==> src/inc/ftsc_pkg.sv <==
// package: register map, field positions, reset values and state layout of the free timer status/control block
package ftsc_pkg;

	// byte addresses on the 8-bit register port
	localparam logic [15:0] ADDR_IRQ_EN     = 16'hFF90;
	localparam logic [15:0] ADDR_STATUS     = 16'hFF91;
	localparam logic [15:0] ADDR_COUNT_HI   = 16'hFF92;
	localparam logic [15:0] ADDR_COUNT_LO   = 16'hFF93;
	localparam logic [15:0] ADDR_COMPARE_HI = 16'hFF94;
	localparam logic [15:0] ADDR_COMPARE_LO = 16'hFF95;
	localparam logic [15:0] ADDR_CONTROL    = 16'hFF96;
	localparam logic [15:0] ADDR_OUT_CTRL   = 16'hFF97;
	localparam logic [15:0] ADDR_CAP_A_HI   = 16'hFF98;
	localparam logic [15:0] ADDR_CAP_A_LO   = 16'hFF99;
	localparam logic [15:0] ADDR_CAP_B_HI   = 16'hFF9A;
	localparam logic [15:0] ADDR_CAP_B_LO   = 16'hFF9B;
	localparam logic [15:0] ADDR_CAP_C_HI   = 16'hFF9C;
	localparam logic [15:0] ADDR_CAP_C_LO   = 16'hFF9D;
	localparam logic [15:0] ADDR_CAP_D_HI   = 16'hFF9E;
	localparam logic [15:0] ADDR_CAP_D_LO   = 16'hFF9F;

	// timer_event_status bit positions
	localparam int ST_CAP_A     = 7;
	localparam int ST_CAP_B     = 6;
	localparam int ST_CAP_C     = 5;
	localparam int ST_CAP_D     = 4;
	localparam int ST_CMP_A     = 3;
	localparam int ST_CMP_B     = 2;
	localparam int ST_WRAP      = 1;
	localparam int ST_CLR_MATCH = 0;

	// timer_control bit positions
	localparam int CT_EDGE_A = 7;
	localparam int CT_EDGE_B = 6;
	localparam int CT_EDGE_C = 5;
	localparam int CT_EDGE_D = 4;
	localparam int CT_BUF_A  = 3;
	localparam int CT_BUF_B  = 2;
	localparam int CT_CKS_HI = 1;
	localparam int CT_CKS_LO = 0;

	// output-control register: only the compare-select bit steers this block
	localparam int OC_SEL_B = 4;

	// reset values, read fill values and counter constants
	localparam logic [7:0]  STATUS_RST    = 8'h00;
	localparam logic [7:0]  CONTROL_RST   = 8'h00;
	localparam logic [7:0]  IRQ_EN_RST    = 8'h01;
	localparam logic [7:0]  OUT_CTRL_FILL = 8'hE0;
	localparam logic [7:0]  UNMAPPED_READ = 8'h00;
	localparam logic [15:0] COUNT_ALL_ONE = 16'hFFFF;
	localparam logic [15:0] COUNT_ONE     = 16'h0001;

	// counter clock select codes
	typedef enum logic [1:0] {
		CKS_DIV2  = 2'b00,
		CKS_DIV8  = 2'b01,
		CKS_DIV32 = 2'b10,
		CKS_EXT   = 2'b11
	} ftsc_cks_t;

	// pin vector order: capture a..d, external count clock
	localparam int PIN_A   = 0;
	localparam int PIN_B   = 1;
	localparam int PIN_C   = 2;
	localparam int PIN_D   = 3;
	localparam int PIN_EXT = 4;

	typedef struct packed {
		logic [7:0]  status;
		logic [7:0]  control;
		logic [7:0]  irq_en;
		logic [4:0]  out_ctrl;
		logic [15:0] count;
		logic [15:0] cmp_a;
		logic [15:0] cmp_b;
		logic [15:0] cap_a;
		logic [15:0] cap_b;
		logic [15:0] cap_c;
		logic [15:0] cap_d;
		logic [7:0]  temp;
		logic [4:0]  prescale;
		logic [4:0]  sync0;
		logic [4:0]  sync1;
		logic [4:0]  sync2;
		logic [4:0]  level;
		logic [7:0]  rdata;
		logic [6:0]  irq;
	} ftsc_state_t;

endpackage

==> src/hw/ftsc_timer.sv <==
// free-running timer: event flags, capture/compare channels, control and register port
// Operation
// - status bits 7..1 ignore written ones; a written zero clears, only hardware sets
// - status register returns to zero on reset and in standby
// - capture A without buffering loads counter into capture register A, sets flag
// - capture A with buffering shifts register A into C, then loads A
// - capture B sets its flag, loads B; buffering shifts old B into D
// - selected edge on input C sets flag C; captures only without buffer A
// - selected edge on input D sets flag D; captures only without buffer B
// - counter equal to compare register A sets compare flag A
// - counter equal to compare register B sets compare flag B
// - counter rolling from all ones to zero sets the wrap flag
// - clear-on-match bit set clears counter at compare match A
// - control register returns to zero on reset and in standby
// - edge select A picks falling (0) or rising (1) edge of input A
// - edge select B picks falling (0) or rising (1) edge of input B
// - with buffer mode A, edge select C governs input A edges
// - edge select C picks input C edge; buffer B makes select D govern input B
// - clock select divides system clock by 2, 8, 32, or counts external rising edges
// - each flag raises its interrupt only while its enable bit is one
// - capture still loads its register when the flag is already set
`timescale 1ns/1ps
module ftsc_timer
	import ftsc_pkg::*;
(
	// clock and reset
	input  wire logic        sys_clk_in,
	input  wire logic        resetn_in,
	// power state
	input  wire logic        standby_in,
	// cpu register port
	input  wire logic [15:0] addr_in,
	input  wire logic        wr_in,
	input  wire logic        rd_in,
	input  wire logic [7:0]  wdata_in,
	output logic      [7:0]  rdata_out,
	// timer pins
	input  wire logic        capture_in_a,
	input  wire logic        capture_in_b,
	input  wire logic        capture_in_c,
	input  wire logic        capture_in_d,
	input  wire logic        ext_clock_in,
	// interrupt requests, bit 6 = capture a ... bit 0 = wrap
	output logic      [6:0]  irq_out
);

	logic [1:0]  rst_sync_r;
	logic        rst_n;
	ftsc_state_t st_r;
	ftsc_state_t st_nxt;

	logic [4:0]  agree;
	logic [4:0]  rise;
	logic [4:0]  fall;
	logic        buf_a;
	logic        buf_b;
	logic        cap_a_ev;
	logic        cap_b_ev;
	logic        cap_c_ev;
	logic        cap_d_ev;
	logic        tick;
	logic        match_a;
	logic        match_b;
	logic        wrap_ev;
	logic [6:0]  set_vec;
	logic        status_wr;

	function automatic logic edge_hit(input logic r, input logic f, input logic sel_rise);
		return sel_rise ? r : f;
	endfunction

	function automatic logic [15:0] join_bytes(input logic [7:0] hi, input logic [7:0] lo);
		return {hi, lo};
	endfunction

	// reset release through two flops; assertion is immediate
	always_ff @(posedge sys_clk_in or negedge resetn_in) begin
		if (!resetn_in) begin
			rst_sync_r <= 2'b00;
		end else begin
			rst_sync_r <= {rst_sync_r[0], 1'b1};
		end
	end
	assign rst_n = rst_sync_r[1];

	// a pin change counts once the second and third stages agree
	assign agree = ~(st_r.sync1 ^ st_r.sync2);
	assign rise  = agree & st_r.sync2 & ~st_r.level;
	assign fall  = agree & ~st_r.sync2 & st_r.level;

	assign buf_a = st_r.control[CT_BUF_A];
	assign buf_b = st_r.control[CT_BUF_B];

	// in buffer mode the paired channel's edge select steers the buffered input
	assign cap_a_ev = edge_hit(rise[PIN_A], fall[PIN_A],
		buf_a ? st_r.control[CT_EDGE_C] : st_r.control[CT_EDGE_A]);
	assign cap_b_ev = edge_hit(rise[PIN_B], fall[PIN_B],
		buf_b ? st_r.control[CT_EDGE_D] : st_r.control[CT_EDGE_B]);
	assign cap_c_ev = edge_hit(rise[PIN_C], fall[PIN_C], st_r.control[CT_EDGE_C]);
	assign cap_d_ev = edge_hit(rise[PIN_D], fall[PIN_D], st_r.control[CT_EDGE_D]);

	// counter clock select
	always_comb begin
		unique case (ftsc_cks_t'(st_r.control[CT_CKS_HI:CT_CKS_LO]))
			CKS_DIV2:  tick = st_r.prescale[0];
			CKS_DIV8:  tick = &st_r.prescale[2:0];
			CKS_DIV32: tick = &st_r.prescale[4:0];
			CKS_EXT:   tick = rise[PIN_EXT];
		endcase
	end

	// compares are taken on each count so a held value flags only once
	assign match_a = st_r.count == st_r.cmp_a;
	assign match_b = st_r.count == st_r.cmp_b;
	assign wrap_ev = tick && st_r.count == COUNT_ALL_ONE;
	assign set_vec = {cap_a_ev, cap_b_ev, cap_c_ev, cap_d_ev,
		tick && match_a, tick && match_b, wrap_ev};
	assign status_wr = wr_in && addr_in == ADDR_STATUS;

	always_comb begin
		st_nxt = st_r;

		st_nxt.sync0 = {ext_clock_in, capture_in_d, capture_in_c, capture_in_b, capture_in_a};
		st_nxt.sync1 = st_r.sync0;
		st_nxt.sync2 = st_r.sync1;
		st_nxt.level = (agree & st_r.sync2) | (~agree & st_r.level);
		st_nxt.prescale = st_r.prescale + 5'h01;

		if (tick) begin
			if (match_a && st_r.status[ST_CLR_MATCH]) begin
				st_nxt.count = 16'h0000;
			end else begin
				st_nxt.count = st_r.count + COUNT_ONE;
			end
		end

		// captures load regardless of the flag state
		if (cap_a_ev) begin
			if (buf_a) begin
				st_nxt.cap_c = st_r.cap_a;
			end
			st_nxt.cap_a = st_r.count;
		end
		// unbuffered, channel c owns its register, so a same-cycle capture a must not swallow it
		if (cap_c_ev && !buf_a) begin
			st_nxt.cap_c = st_r.count;
		end
		if (cap_b_ev) begin
			if (buf_b) begin
				st_nxt.cap_d = st_r.cap_b;
			end
			st_nxt.cap_b = st_r.count;
		end
		if (cap_d_ev && !buf_b) begin
			st_nxt.cap_d = st_r.count;
		end

		// register writes; the low byte completes a 16-bit write through temp
		if (wr_in) begin
			unique case (addr_in)
				ADDR_IRQ_EN: begin
					st_nxt.irq_en = {wdata_in[7:1], IRQ_EN_RST[0]};
				end
				ADDR_STATUS: begin
					st_nxt.status[7:1] = st_r.status[7:1] & wdata_in[7:1];
					st_nxt.status[ST_CLR_MATCH] = wdata_in[ST_CLR_MATCH];
				end
				ADDR_COUNT_HI, ADDR_COMPARE_HI: begin
					st_nxt.temp = wdata_in;
				end
				ADDR_COUNT_LO: begin
					st_nxt.count = join_bytes(st_r.temp, wdata_in);
				end
				ADDR_COMPARE_LO: begin
					if (st_r.out_ctrl[OC_SEL_B]) begin
						st_nxt.cmp_b = join_bytes(st_r.temp, wdata_in);
					end else begin
						st_nxt.cmp_a = join_bytes(st_r.temp, wdata_in);
					end
				end
				ADDR_CONTROL: begin
					st_nxt.control = wdata_in;
				end
				ADDR_OUT_CTRL: begin
					st_nxt.out_ctrl = wdata_in[4:0];
				end
				default: begin
				end
			endcase
		end

		// hardware set wins over a same-cycle clearing write
		st_nxt.status[7:1] = st_nxt.status[7:1] | set_vec;

		// reads; a counter or capture upper-byte read parks the lower byte in temp
		if (rd_in) begin
			unique case (addr_in)
				ADDR_IRQ_EN:     st_nxt.rdata = st_r.irq_en;
				ADDR_STATUS:     st_nxt.rdata = st_r.status;
				ADDR_CONTROL:    st_nxt.rdata = st_r.control;
				ADDR_OUT_CTRL:   st_nxt.rdata = OUT_CTRL_FILL | {3'b000, st_r.out_ctrl};
				ADDR_COMPARE_HI: st_nxt.rdata = st_r.out_ctrl[OC_SEL_B] ? st_r.cmp_b[15:8] : st_r.cmp_a[15:8];
				ADDR_COMPARE_LO: st_nxt.rdata = st_r.out_ctrl[OC_SEL_B] ? st_r.cmp_b[7:0] : st_r.cmp_a[7:0];
				ADDR_COUNT_HI: begin
					st_nxt.rdata = st_r.count[15:8];
					st_nxt.temp = st_r.count[7:0];
				end
				ADDR_CAP_A_HI: begin
					st_nxt.rdata = st_r.cap_a[15:8];
					st_nxt.temp = st_r.cap_a[7:0];
				end
				ADDR_CAP_B_HI: begin
					st_nxt.rdata = st_r.cap_b[15:8];
					st_nxt.temp = st_r.cap_b[7:0];
				end
				ADDR_CAP_C_HI: begin
					st_nxt.rdata = st_r.cap_c[15:8];
					st_nxt.temp = st_r.cap_c[7:0];
				end
				ADDR_CAP_D_HI: begin
					st_nxt.rdata = st_r.cap_d[15:8];
					st_nxt.temp = st_r.cap_d[7:0];
				end
				ADDR_COUNT_LO, ADDR_CAP_A_LO, ADDR_CAP_B_LO, ADDR_CAP_C_LO, ADDR_CAP_D_LO: begin
					st_nxt.rdata = st_r.temp;
				end
				default: st_nxt.rdata = UNMAPPED_READ;
			endcase
		end

		st_nxt.irq = st_r.status[7:1] & st_r.irq_en[7:1];

		// standby holds every register except rdata at its reset value; pin sync keeps running
		if (standby_in) begin
			st_nxt.status   = STATUS_RST;
			st_nxt.control  = CONTROL_RST;
			st_nxt.irq_en   = IRQ_EN_RST;
			st_nxt.out_ctrl = 5'h00;
			st_nxt.count    = 16'h0000;
			st_nxt.cmp_a    = 16'h0000;
			st_nxt.cmp_b    = 16'h0000;
			st_nxt.cap_a    = 16'h0000;
			st_nxt.cap_b    = 16'h0000;
			st_nxt.cap_c    = 16'h0000;
			st_nxt.cap_d    = 16'h0000;
			st_nxt.temp     = 8'h00;
			st_nxt.prescale = 5'h00;
			st_nxt.irq      = 7'h00;
		end
	end

	always_ff @(posedge sys_clk_in or negedge rst_n) begin
		if (!rst_n) begin
			st_r <= '0;
			st_r.irq_en <= IRQ_EN_RST;
		end else begin
			st_r <= st_nxt;
		end
	end

	assign rdata_out = st_r.rdata;
	assign irq_out   = st_r.irq;
endmodule

==> config.mk <==
export PLATFORM = sky130hd
export DESIGN_NAME = ftsc_timer
export DESIGN_NICKNAME = d
export VERILOG_FILES = /design/src/inc/ftsc_pkg.sv /design/src/hw/ftsc_timer.sv
export SDC_FILE = /design/constraint.sdc
export NUM_CORES = 1
export LEC_CHECK = 0
export BUFFER_PORTS_ARGS = -buffer_cell sky130_fd_sc_hd__buf_2
export CORE_MARGIN = 2
export CORE_UTILIZATION = 37
export CTS_BUF_LIST = sky130_fd_sc_hd__clkbuf_16
export DETAILED_ROUTE_END_ITERATION = 12
export PLACE_DENSITY = 0.59
export SYNTH_ARGS = -nofsm -noshare
export SYNTH_HDL_FRONTEND = slang
export SYNTH_SLANG_ARGS = --single-unit
export TNS_END_PERCENT = 10
==> constraint.sdc <==
create_clock -name sys_clk_in -period 6.31 [get_ports sys_clk_in]
set_clock_uncertainty 0.15 [all_clocks]
set_input_delay 0.9465 -clock sys_clk_in [delete_from_list [all_inputs] [get_ports sys_clk_in]]
set_output_delay 0.9465 -clock sys_clk_in [all_outputs]
set_load 0.02 [all_outputs]
==> results of run 1 <==
## metal layers
metal  track usage (%)  vias to the layer above  part of all wire, %  wire [um]
met4              9.36                        0                  3.7       1170
met5                 0                        -                    0          0
met3              3.82                       55                  6.1       1950
met1              30.2                     4115                   44      14000
met2              34.0                      293                   46      14700
li1                  -                     3704                    -          -
## cells in the final DEF, fill, tap and decap left out, types with 31 or more instances in the layout
master and instances:
sky130_fd_sc_hd__buf_2 47, sky130_fd_sc_hd__nand2_1 91, sky130_fd_sc_hd__xnor2_1 42, sky130_fd_sc_hd__dfrtp_1 189, sky130_fd_sc_hd__mux2_2 35, sky130_fd_sc_hd__mux2i_1 99
sky130_fd_sc_hd__a21oi_1 31, sky130_fd_sc_hd__nand3b_1 38, sky130_fd_sc_hd__o21ai_0 52, sky130_fd_sc_hd__nor2_1 98
## through the flow
stage,hold WS [ns],instance area (um^2)
after detailed placement,0.185,11000
final,0.121,11600
after global routing,0.110,11600
after CTS,0.108,11600
after floorplan,0.181,10600
after global placement,0.183,11000
## kinds of logic (layout without fill, tap and decap cells)
kind of cell / count (synthesis) / after routing / share of synthesized area [%]
adders and majority gates: 13 / 13 / 1.53
other: 1 / 1 / 0.0353
and+or+nand+nor: 359 / 359 / 18.5
buffers and inverters: 109 / 106 / 4.83
xor gates and xnor gates: 48 / 48 / 3.96
muxes: 148 / 148 / 15.0
AOI/OAI and AO/OA: 175 / 175 / 11.1
DFF: 191 / 191 / 45.0
## power groups by stage
stage          logic, W  clock network (W)  registers, W
4_1_cts        0.000192            0.00113       0.00126
5_1_grt        0.000209            0.00119       0.00126
6_report       0.000192            0.00111       0.00126
3_5_place_dp   0.000192                  0       0.00128
2_1_floorplan  0.000113                  0       0.00129
3_3_place_gp   0.000191                  0       0.00128
## state kept, by name, indices dropped and copies added (netlist names), named ones only
register	cells
rdata_out	8
buf_b	1
st_nxt	10
st_r	157
irq_out	7
rst_sync_r	2
buf_a	1
## worst max path at each step
stage,from,to,slack [ns]
after global placement,addr_in[6],st_r[40]$_DFF_PN0_,2.70
final,addr_in[6],st_r[43]$_DFF_PN0_,2.94
after global routing,addr_in[6],st_r[40]$_DFF_PN0_,2.63
after CTS,addr_in[6],st_r[43]$_DFF_PN0_,2.99
after detailed placement,addr_in[6],st_r[43]$_DFF_PN0_,2.55
after floorplan,rst_sync_r[1]$_DFF_PN0_,asynchronous set/reset pin,0.45
## area by class of cell
cell class / instances / area, um^2
multi-input combinational: 744 / 5340
clock inverter: 15 / 159
sequential: 191 / 4780
inverter: 13 / 48.8
fill: 2790 / 16900
clock buffer: 17 / 425
timing repair buffer: 61 / 353
tap: 384 / 480
## worst max-delay path, stage by stage
cell	delay (ns)
sky130_fd_sc_hd__buf_2	0.11
sky130_fd_sc_hd__nand4bb_1	0.71
sky130_fd_sc_hd__a2111oi_2	0.61
sky130_fd_sc_hd__nand3b_1	0.51
sky130_fd_sc_hd__a2111oi_0	0.51
sky130_fd_sc_hd__a211oi_1	0.10
==> impl_metrics.prom, run 1 <==
# TYPE chip_impl_metric gauge
chip_impl_metric{name="placement_setup_slack",unit="ns"} 2.55
chip_impl_metric{name="fin_crit",unit="ns"} 3.37
chip_impl_info{name="critPathKind",value="in2reg"} 1
chip_impl_metric{name="layout-drive-gt1-share",unit="%"} 16.1
chip_impl_info{name="worst_r2r_endpoint",value="st_r[65]$_DFFE_PN0P_"} 1
chip_impl_metric{name="dpl.hpwl",unit="mm"} 21.7
chip_impl_metric{name="fp.dieW",unit="um"} 173
chip_impl_metric{name="port_buffers",unit=""} 48
chip_impl_metric{name="layout.cells.non_filler",unit=""} 1425
chip_impl_metric{name="area_inside_the_core_boundary",unit="um^2"} 28500
chip_impl_metric{name="cts.clk_slew.worst_paths",unit="ns"} 0.08
chip_impl_metric{name="syn_area_per_cell",unit="um^2"} 10.2
chip_impl_metric{name="die_height",unit="um"} 173
chip_impl_metric{name="rr_worst_depth",unit=""} 6
chip_impl_metric{name="cts_inserted_buffers",unit=""} 17
chip_impl_info{name="yosysTopAreaCell",value="sky130_fd_sc_hd__dfrtp_1"} 1
chip_impl_metric{name="drc_errors",unit=""} 0
chip_impl_metric{name="layout-area-overhead-vs-synth",unit="%"} 9.18
chip_impl_metric{name="clockBufferDepth",unit=""} 2
chip_impl_metric{name="worstMarginPinSlew",unit="ns"} 1.14
chip_impl_metric{name="net_switching_power",unit="W"} 0.000669
chip_impl_metric{name="antenna_violating_nets_post_route",unit=""} 0
chip_impl_info{name="critPathLaunchType",value="input pin"} 1
chip_impl_metric{name="die_area",unit="um^2"} 30100
chip_impl_metric{name="final_net_count",unit=""} 1075
chip_impl_metric{name="cts-resized-gates",unit=""} 0
chip_impl_metric{name="ff2ff_setup_slack",unit="ns"} 3.40
chip_impl_metric{name="comb_power_share",unit="%"} 7.5
chip_impl_metric{name="synth_seq_cells",unit=""} 191
chip_impl_info{name="ys_top_cells_by_count",value="sky130_fd_sc_hd__dfrtp_1 (190), sky130_fd_sc_hd__mux2i_1 (100), sky130_fd_sc_hd__nor2_1 (98)"} 1
chip_impl_metric{name="worst-path-max-fanout",unit=""} 16
chip_impl_metric{name="final_min_period_over_clock_period",unit="%"} 53.4
chip_impl_metric{name="grt-ovfl-total",unit=""} 0
chip_impl_metric{name="cts.repair_timing.setup_buffer_count",unit=""} 0
chip_impl_metric{name="floorplan.io_pins",unit=""} 49
chip_impl_metric{name="cp.required",unit="ns"} 6.45
chip_impl_metric{name="ys_seq_area_share",unit="%"} 45.0
chip_impl_metric{name="cts.sinks",unit=""} 191
chip_impl_metric{name="place_inst",unit=""} 1393
chip_impl_metric{name="portion_of_synthesized_cell_area_occupied_by_the_leading_cell_type",unit="%"} 44.8
chip_impl_metric{name="drt_pass_1_iters",unit=""} 6
chip_impl_info{name="synth_area_leaders",value="sky130_fd_sc_hd__dfrtp_1 (45%), sky130_fd_sc_hd__mux2i_1 (9.4%), sky130_fd_sc_hd__mux2_2 (3.7%)"} 1
chip_impl_info{name="run_status",value="finished clean"} 1
chip_impl_metric{name="holdBufCountCts",unit=""} 0
chip_impl_metric{name="grt.total_usage",unit="%"} 21.9
chip_impl_metric{name="drt-total-wl",unit="mm"} 31.8
chip_impl_metric{name="layout_setup_ws",unit="ns"} 2.94
chip_impl_metric{name="power.share.switching",unit="%"} 26.1
chip_impl_metric{name="syn_area",unit="um^2"} 10600
chip_impl_metric{name="grt_pass1_wl",unit="mm"} 50.4
chip_impl_metric{name="timing_hold_violations_final",unit=""} 0
chip_impl_metric{name="ys.warnings.count",unit=""} 0
chip_impl_metric{name="postSynthCellCount",unit=""} 1044
chip_impl_info{name="min_path_type",value="in2async"} 1
chip_impl_metric{name="place.gp.congestion",unit=""} 0.910
chip_impl_metric{name="number_of_vias_per_cell_after_detailed_routing",unit=""} 5.73
chip_impl_metric{name="static-leakage-power",unit="nW"} 4.75
chip_impl_metric{name="utilization",unit="%"} 40.7
chip_impl_metric{name="fmax",unit="MHz"} 297
chip_impl_metric{name="number_of_synthesized_flops_with_an_enable_pin",unit=""} 0
chip_impl_metric{name="postSynthNetCount",unit=""} 1091
chip_impl_metric{name="yosysUniqueCellTypes",unit=""} 74
chip_impl_metric{name="power_density",unit="nW/um^2"} 221
chip_impl_metric{name="drt-initial-drc-count",unit=""} 733
chip_impl_metric{name="antenna_found_initial",unit=""} 0
chip_impl_metric{name="total_via_count_in_the_routed_design",unit=""} 8167
chip_impl_metric{name="final.setup.tns",unit="ns"} 0
chip_impl_metric{name="antenna-diode-count",unit=""} 0
chip_impl_metric{name="number_of_global_route_vias_before_repair",unit=""} 8050
chip_impl_metric{name="grt_max_degree",unit=""} 190
chip_impl_metric{name="clk_latency",unit="ns"} 0.44
chip_impl_metric{name="power_report.internal_total",unit="W"} 0.00189
chip_impl_metric{name="power.share.clock",unit="%"} 43.4
chip_impl_info{name="yosysMostFrequentCell",value="sky130_fd_sc_hd__dfrtp_1"} 1
chip_impl_metric{name="power.total",unit="W"} 0.00256
chip_impl_info{name="worstReg2RegStart",value="buf_a$_DFFE_PN0P_"} 1
chip_impl_info{name="commonest_register_cell_after_synthesis",value="sky130_fd_sc_hd__dfrtp_1"} 1
chip_impl_info{name="clock_tree.root_cell",value="sky130_fd_sc_hd__clkbuf_16"} 1
chip_impl_metric{name="critical_path_arrival",unit="ns"} 3.51
chip_impl_metric{name="synth_async_sr_flop_share",unit="%"} 100
chip_impl_info{name="setup.worst_path.end_class",value="register"} 1
chip_impl_info{name="tritoncts",value="yes"} 1
chip_impl_metric{name="max-cap-violations",unit=""} 0
chip_impl_metric{name="max_slew_margin",unit="%"} 24.1
chip_impl_metric{name="setup_violations",unit=""} 0
chip_impl_metric{name="power_frac_seq",unit="%"} 49.1
chip_impl_info{name="rsz_0062_raised_after_global_routing",value="false"} 1
chip_impl_metric{name="maximum_vdd_drop",unit="uV"} 193
chip_impl_metric{name="final-max-slew-violation-count",unit=""} 0
chip_impl_metric{name="starting_density",unit="%"} 37.3
chip_impl_metric{name="drt-wirelength-per-cell",unit="um"} 22.3
chip_impl_metric{name="ctsHtreeMaxLevel",unit=""} 4
chip_impl_metric{name="std_cell_rows",unit=""} 62
No activity file was read; power rests on OpenSTA's default activity.
==> run 2: changes to the inputs <==
- ABC_AREA: unset -> 1
- clock period: 6.31 -> 2.9 ns (I/O delays scaled with it)
==> run 2 against run 1 <==
Design area rose by 1.4%; global-route usage grew 3.8 points; wire length grew 20%; synthesized area shrank 0.90%; sequential share of layout area is 0.58 points lower; synthesized cell count rose by 37%; hold slack better by 0.0038 ns; largest cell class is now sequential cells.
==> impl_metrics.prom, run 2 <==
# TYPE chip_impl_metric gauge
chip_impl_info{name="yosysTopAreaCell",value="sky130_fd_sc_hd__dfrtp_1"} 1
chip_impl_metric{name="fin_crit",unit="ns"} 2.26
chip_impl_info{name="worstSetupStartpoint",value="buf_a$_DFFE_PN0P_"} 1
chip_impl_metric{name="critical_path_arrival",unit="ns"} 2.45
chip_impl_metric{name="static-leakage-power",unit="nW"} 5.60
chip_impl_metric{name="grt-ovfl-total",unit=""} 0
chip_impl_metric{name="yosysUniqueCellTypes",unit=""} 33
chip_impl_info{name="worstReg2RegStart",value="buf_a$_DFFE_PN0P_"} 1
chip_impl_info{name="rsz_0062_raised_after_global_routing",value="false"} 1
chip_impl_metric{name="multi_input_gate_area",unit="um^2"} 4760
chip_impl_metric{name="number_of_global_route_vias_before_repair",unit=""} 9392
chip_impl_metric{name="grt.total_usage",unit="%"} 25.7
chip_impl_metric{name="ys_seq_area_share",unit="%"} 45.4
chip_impl_info{name="ys_top_cells_by_count",value="sky130_fd_sc_hd__nand2_1 (383), sky130_fd_sc_hd__dfrtp_1 (190), sky130_fd_sc_hd__nand3_1 (168)"} 1
chip_impl_metric{name="final-max-slew-violation-count",unit=""} 0
chip_impl_info{name="commonest_register_cell_after_synthesis",value="sky130_fd_sc_hd__dfrtp_1"} 1
chip_impl_metric{name="area_inside_the_core_boundary",unit="um^2"} 27900
chip_impl_metric{name="antenna_violating_nets_post_route",unit=""} 0
chip_impl_metric{name="cts.sinks",unit=""} 191
chip_impl_metric{name="drc_errors",unit=""} 0
chip_impl_info{name="final_cell_mix",value="sky130_fd_sc_hd__nand2_1 (383), sky130_fd_sc_hd__dfrtp_1 (189), sky130_fd_sc_hd__nand3_1 (168), sky130_fd_sc_hd__o21ai_0 (160), sky130_fd_sc_hd__nor2_1 (153)"} 1
chip_impl_metric{name="cts.repair_timing.setup_buffer_count",unit=""} 0
chip_impl_metric{name="drt-wirelength-per-cell",unit="um"} 20.5
chip_impl_metric{name="number_of_synthesized_flops_with_an_enable_pin",unit=""} 0
chip_impl_metric{name="antenna-diode-count",unit=""} 0
chip_impl_metric{name="fmax",unit="MHz"} 442
chip_impl_metric{name="number_of_vias_per_cell_after_detailed_routing",unit=""} 5.36
chip_impl_metric{name="hold_slack",unit="ns"} 0.125
chip_impl_info{name="synth_area_leaders",value="sky130_fd_sc_hd__dfrtp_1 (45%), sky130_fd_sc_hd__nand2_1 (14%), sky130_fd_sc_hd__nand3_1 (8.0%)"} 1
chip_impl_metric{name="place.gp.congestion",unit=""} 1.04
chip_impl_metric{name="maximum_vdd_drop",unit="uV"} 375
chip_impl_metric{name="dpl.hpwl",unit="mm"} 29.0
chip_impl_metric{name="cts-resized-gates",unit=""} 0
chip_impl_metric{name="grt_max_degree",unit=""} 69
chip_impl_metric{name="fp.dieW",unit="um"} 173
chip_impl_metric{name="die_height",unit="um"} 173
chip_impl_metric{name="max-cap-violations",unit=""} 0
chip_impl_info{name="critPathKind",value="reg2reg"} 1
chip_impl_metric{name="rr_worst_depth",unit=""} 8
chip_impl_metric{name="hold_depth",unit=""} 3
chip_impl_metric{name="filler_cell_count",unit=""} 2865
chip_impl_metric{name="drt_pass_1_iters",unit=""} 6
chip_impl_metric{name="ctsHtreeMaxLevel",unit=""} 4
chip_impl_metric{name="cp.required",unit="ns"} 3.09
chip_impl_metric{name="die_area",unit="um^2"} 29800
chip_impl_info{name="final_common_cell",value="sky130_fd_sc_hd__nand2_1"} 1
chip_impl_metric{name="clockBufferDepth",unit=""} 2
chip_impl_metric{name="power_density",unit="nW/um^2"} 473
chip_impl_metric{name="floorplan.io_pins",unit=""} 49
chip_impl_metric{name="postSynthCellCount",unit=""} 1435
chip_impl_metric{name="grt_pass1_wl",unit="mm"} 58.0
chip_impl_metric{name="final_net_count",unit=""} 1517
chip_impl_metric{name="clk_latency",unit="ns"} 0.45
chip_impl_metric{name="worst-path-max-fanout",unit=""} 14
chip_impl_metric{name="syn_area_per_cell",unit="um^2"} 7.33
chip_impl_info{name="setup.worst_path.end_class",value="register"} 1
chip_impl_metric{name="synth_async_sr_flop_share",unit="%"} 100
chip_impl_metric{name="ys.warnings.count",unit=""} 0
chip_impl_metric{name="std_cell_rows",unit=""} 61
chip_impl_metric{name="max_slew_margin",unit="%"} 23.8
chip_impl_info{name="registers.top_by_ff_count",value="st_r"} 1
chip_impl_info{name="worst_r2r_endpoint",value="st_r[105]$_DFFE_PN0P_"} 1
chip_impl_metric{name="setup_violations",unit=""} 0
chip_impl_info{name="tritoncts",value="yes"} 1
chip_impl_info{name="min_path_type",value="in2reg"} 1
chip_impl_metric{name="layout-area-overhead-vs-synth",unit="%"} 11.7
chip_impl_info{name="run_status",value="finished clean"} 1
chip_impl_metric{name="cts_inserted_buffers",unit=""} 17
chip_impl_info{name="clock_tree.root_cell",value="sky130_fd_sc_hd__clkbuf_16"} 1
chip_impl_metric{name="port_buffers",unit=""} 48
chip_impl_metric{name="final_min_period_over_clock_period",unit="%"} 77.9
chip_impl_metric{name="timing_hold_violations_final",unit=""} 0
chip_impl_info{name="critPathLaunchType",value="register"} 1
chip_impl_metric{name="postSynthNetCount",unit=""} 1482
chip_impl_info{name="yosysMostFrequentCell",value="sky130_fd_sc_hd__nand2_1"} 1
chip_impl_metric{name="drt-initial-drc-count",unit=""} 1210
chip_impl_metric{name="starting_density",unit="%"} 37.8
chip_impl_metric{name="total_via_count_in_the_routed_design",unit=""} 9977
chip_impl_metric{name="cts.clk_slew.worst_paths",unit="ns"} 0.07
chip_impl_metric{name="drt-total-wl",unit="mm"} 38.2
chip_impl_metric{name="final.setup.tns",unit="ns"} 0
chip_impl_metric{name="syn_area",unit="um^2"} 10500
chip_impl_metric{name="antenna_found_initial",unit=""} 0
chip_impl_metric{name="synth_seq_cells",unit=""} 191
chip_impl_metric{name="worstMarginPinSlew",unit="ns"} 1.13
chip_impl_metric{name="portion_of_synthesized_cell_area_occupied_by_the_leading_cell_type",unit="%"} 45.2
chip_impl_metric{name="layout-drive-gt1-share",unit="%"} 10.2
chip_impl_metric{name="regArea",unit="um^2"} 4780
chip_impl_metric{name="holdBufCountCts",unit=""} 6
chip_impl_info{name="crit_path_end",value="st_r[105]$_DFFE_PN0P_"} 1
chip_impl_metric{name="power.total",unit="W"} 0.00556
chip_impl_metric{name="max_ffs_per_register",unit=""} 157
chip_impl_metric{name="ff2ff_setup_slack",unit="ns"} 0.64
-- run 2: changes by cell type after synthesis, moves of 16 or more --
cell,previous run,this run
sky130_fd_sc_hd__inv_1,12,122
sky130_fd_sc_hd__nand3b_1,38,0
sky130_fd_sc_hd__mux2_2,35,0
sky130_fd_sc_hd__mux2i_1,100,0
sky130_fd_sc_hd__xnor2_1,42,13
sky130_fd_sc_hd__clkbuf_1,55,30
sky130_fd_sc_hd__o21ai_1,0,24
sky130_fd_sc_hd__o21ai_0,52,160
sky130_fd_sc_hd__a22oi_1,16,0
sky130_fd_sc_hd__nor4_1,16,0
sky130_fd_sc_hd__nand3_1,21,168
sky130_fd_sc_hd__nor2_1,98,153
sky130_fd_sc_hd__nand2_1,91,383
-- run 2: worst min path at each step --
stage,start,to,slack (ns)
6_report,wdata_in[0],st_r[144]$_DFF_PN0_,0.13
5_1_grt,wdata_in[0],st_r[144]$_DFF_PN0_,0.14
4_1_cts,wdata_in[0],st_r[144]$_DFF_PN0_,0.12
3_5_place_dp,resetn_in,rst_sync_r[0]$_DFF_PN0_,0.08
3_3_place_gp,resetn_in,rst_sync_r[0]$_DFF_PN0_,0.08
2_1_floorplan,resetn_in,rst_sync_r[0]$_DFF_PN0_,-0.01
-- run 2: final cells by class --
| class | count | area share [%] |
|---|---|---|
| well taps | 378 | 4.02 |
| flip-flops and latches | 191 | 40.7 |
| clock inverters | 15 | 1.05 |
| multi-input cells | 1026 | 40.5 |
| repair buffers | 101 | 5.87 |
| inverters | 133 | 4.25 |
| clock buffers | 17 | 3.62 |
-- run 2: cells by family after synthesis --
kind of cell | Yosys count | synth area share [%]
AOI/OAI and AO/OA | 235 | 11.5
xor gates and xnor gates | 24 | 2.00
other | 1 | 0.0356
buffers and inverters | 218 | 9.39
DFF | 191 | 45.4
adders and majority gates | 13 | 1.55
and+or+nand+nor | 753 | 30.1
-- run 2: critical path, stage by stage, from the launching register on --
cell and delay, ns:
sky130_fd_sc_hd__dfrtp_1 0.40, sky130_fd_sc_hd__inv_1 0.14, sky130_fd_sc_hd__nand2_1 0.06, sky130_fd_sc_hd__o21ai_1 0.11, sky130_fd_sc_hd__o21ai_0 0.10, sky130_fd_sc_hd__and2_1 0.20, sky130_fd_sc_hd__inv_2 0.16, sky130_fd_sc_hd__nand2_1 0.46
sky130_fd_sc_hd__o21ai_0 0.36
-- run 2: per-stage QoR --
stage | cell area, um^2 | utilization [%] | setup slack (ns) | instances
finish | 11800 | 42.2 | 0.640 | 1861
global route | 11800 | 42.2 | 0.463 | 1861
CTS | 11800 | 42.2 | 0.658 | 1861
detailed placement | 11100 | 40.0 | 0.321 | 1823
global placement | 11100 | 40.0 | 0.330 | 1823
floorplan | 10500 | - | 0.794 | 1435
-- run 2: where the power goes --
group | leakage (nW) | internal (W) | switching [W]
Sequential | 2.60 | 0.00273 | 0.0000693
Combinational | 2.73 | 0.000126 | 0.000340
Clock | 0.277 | 0.00118 | 0.00112
Total | 5.60 | 0.00403 | 0.00153
-- run 2: per-layer routing --
metal	routed length (um)	track usage, %	part of all wire [%]	vias to the layer above
met1	17100	36.0	45	4712
met3	2920	4.73	7.6	91
li1	-	-	-	4697
met4	1380	10.2	3.6	0
met2	16900	39.3	44	477
met5	0	0	0	-
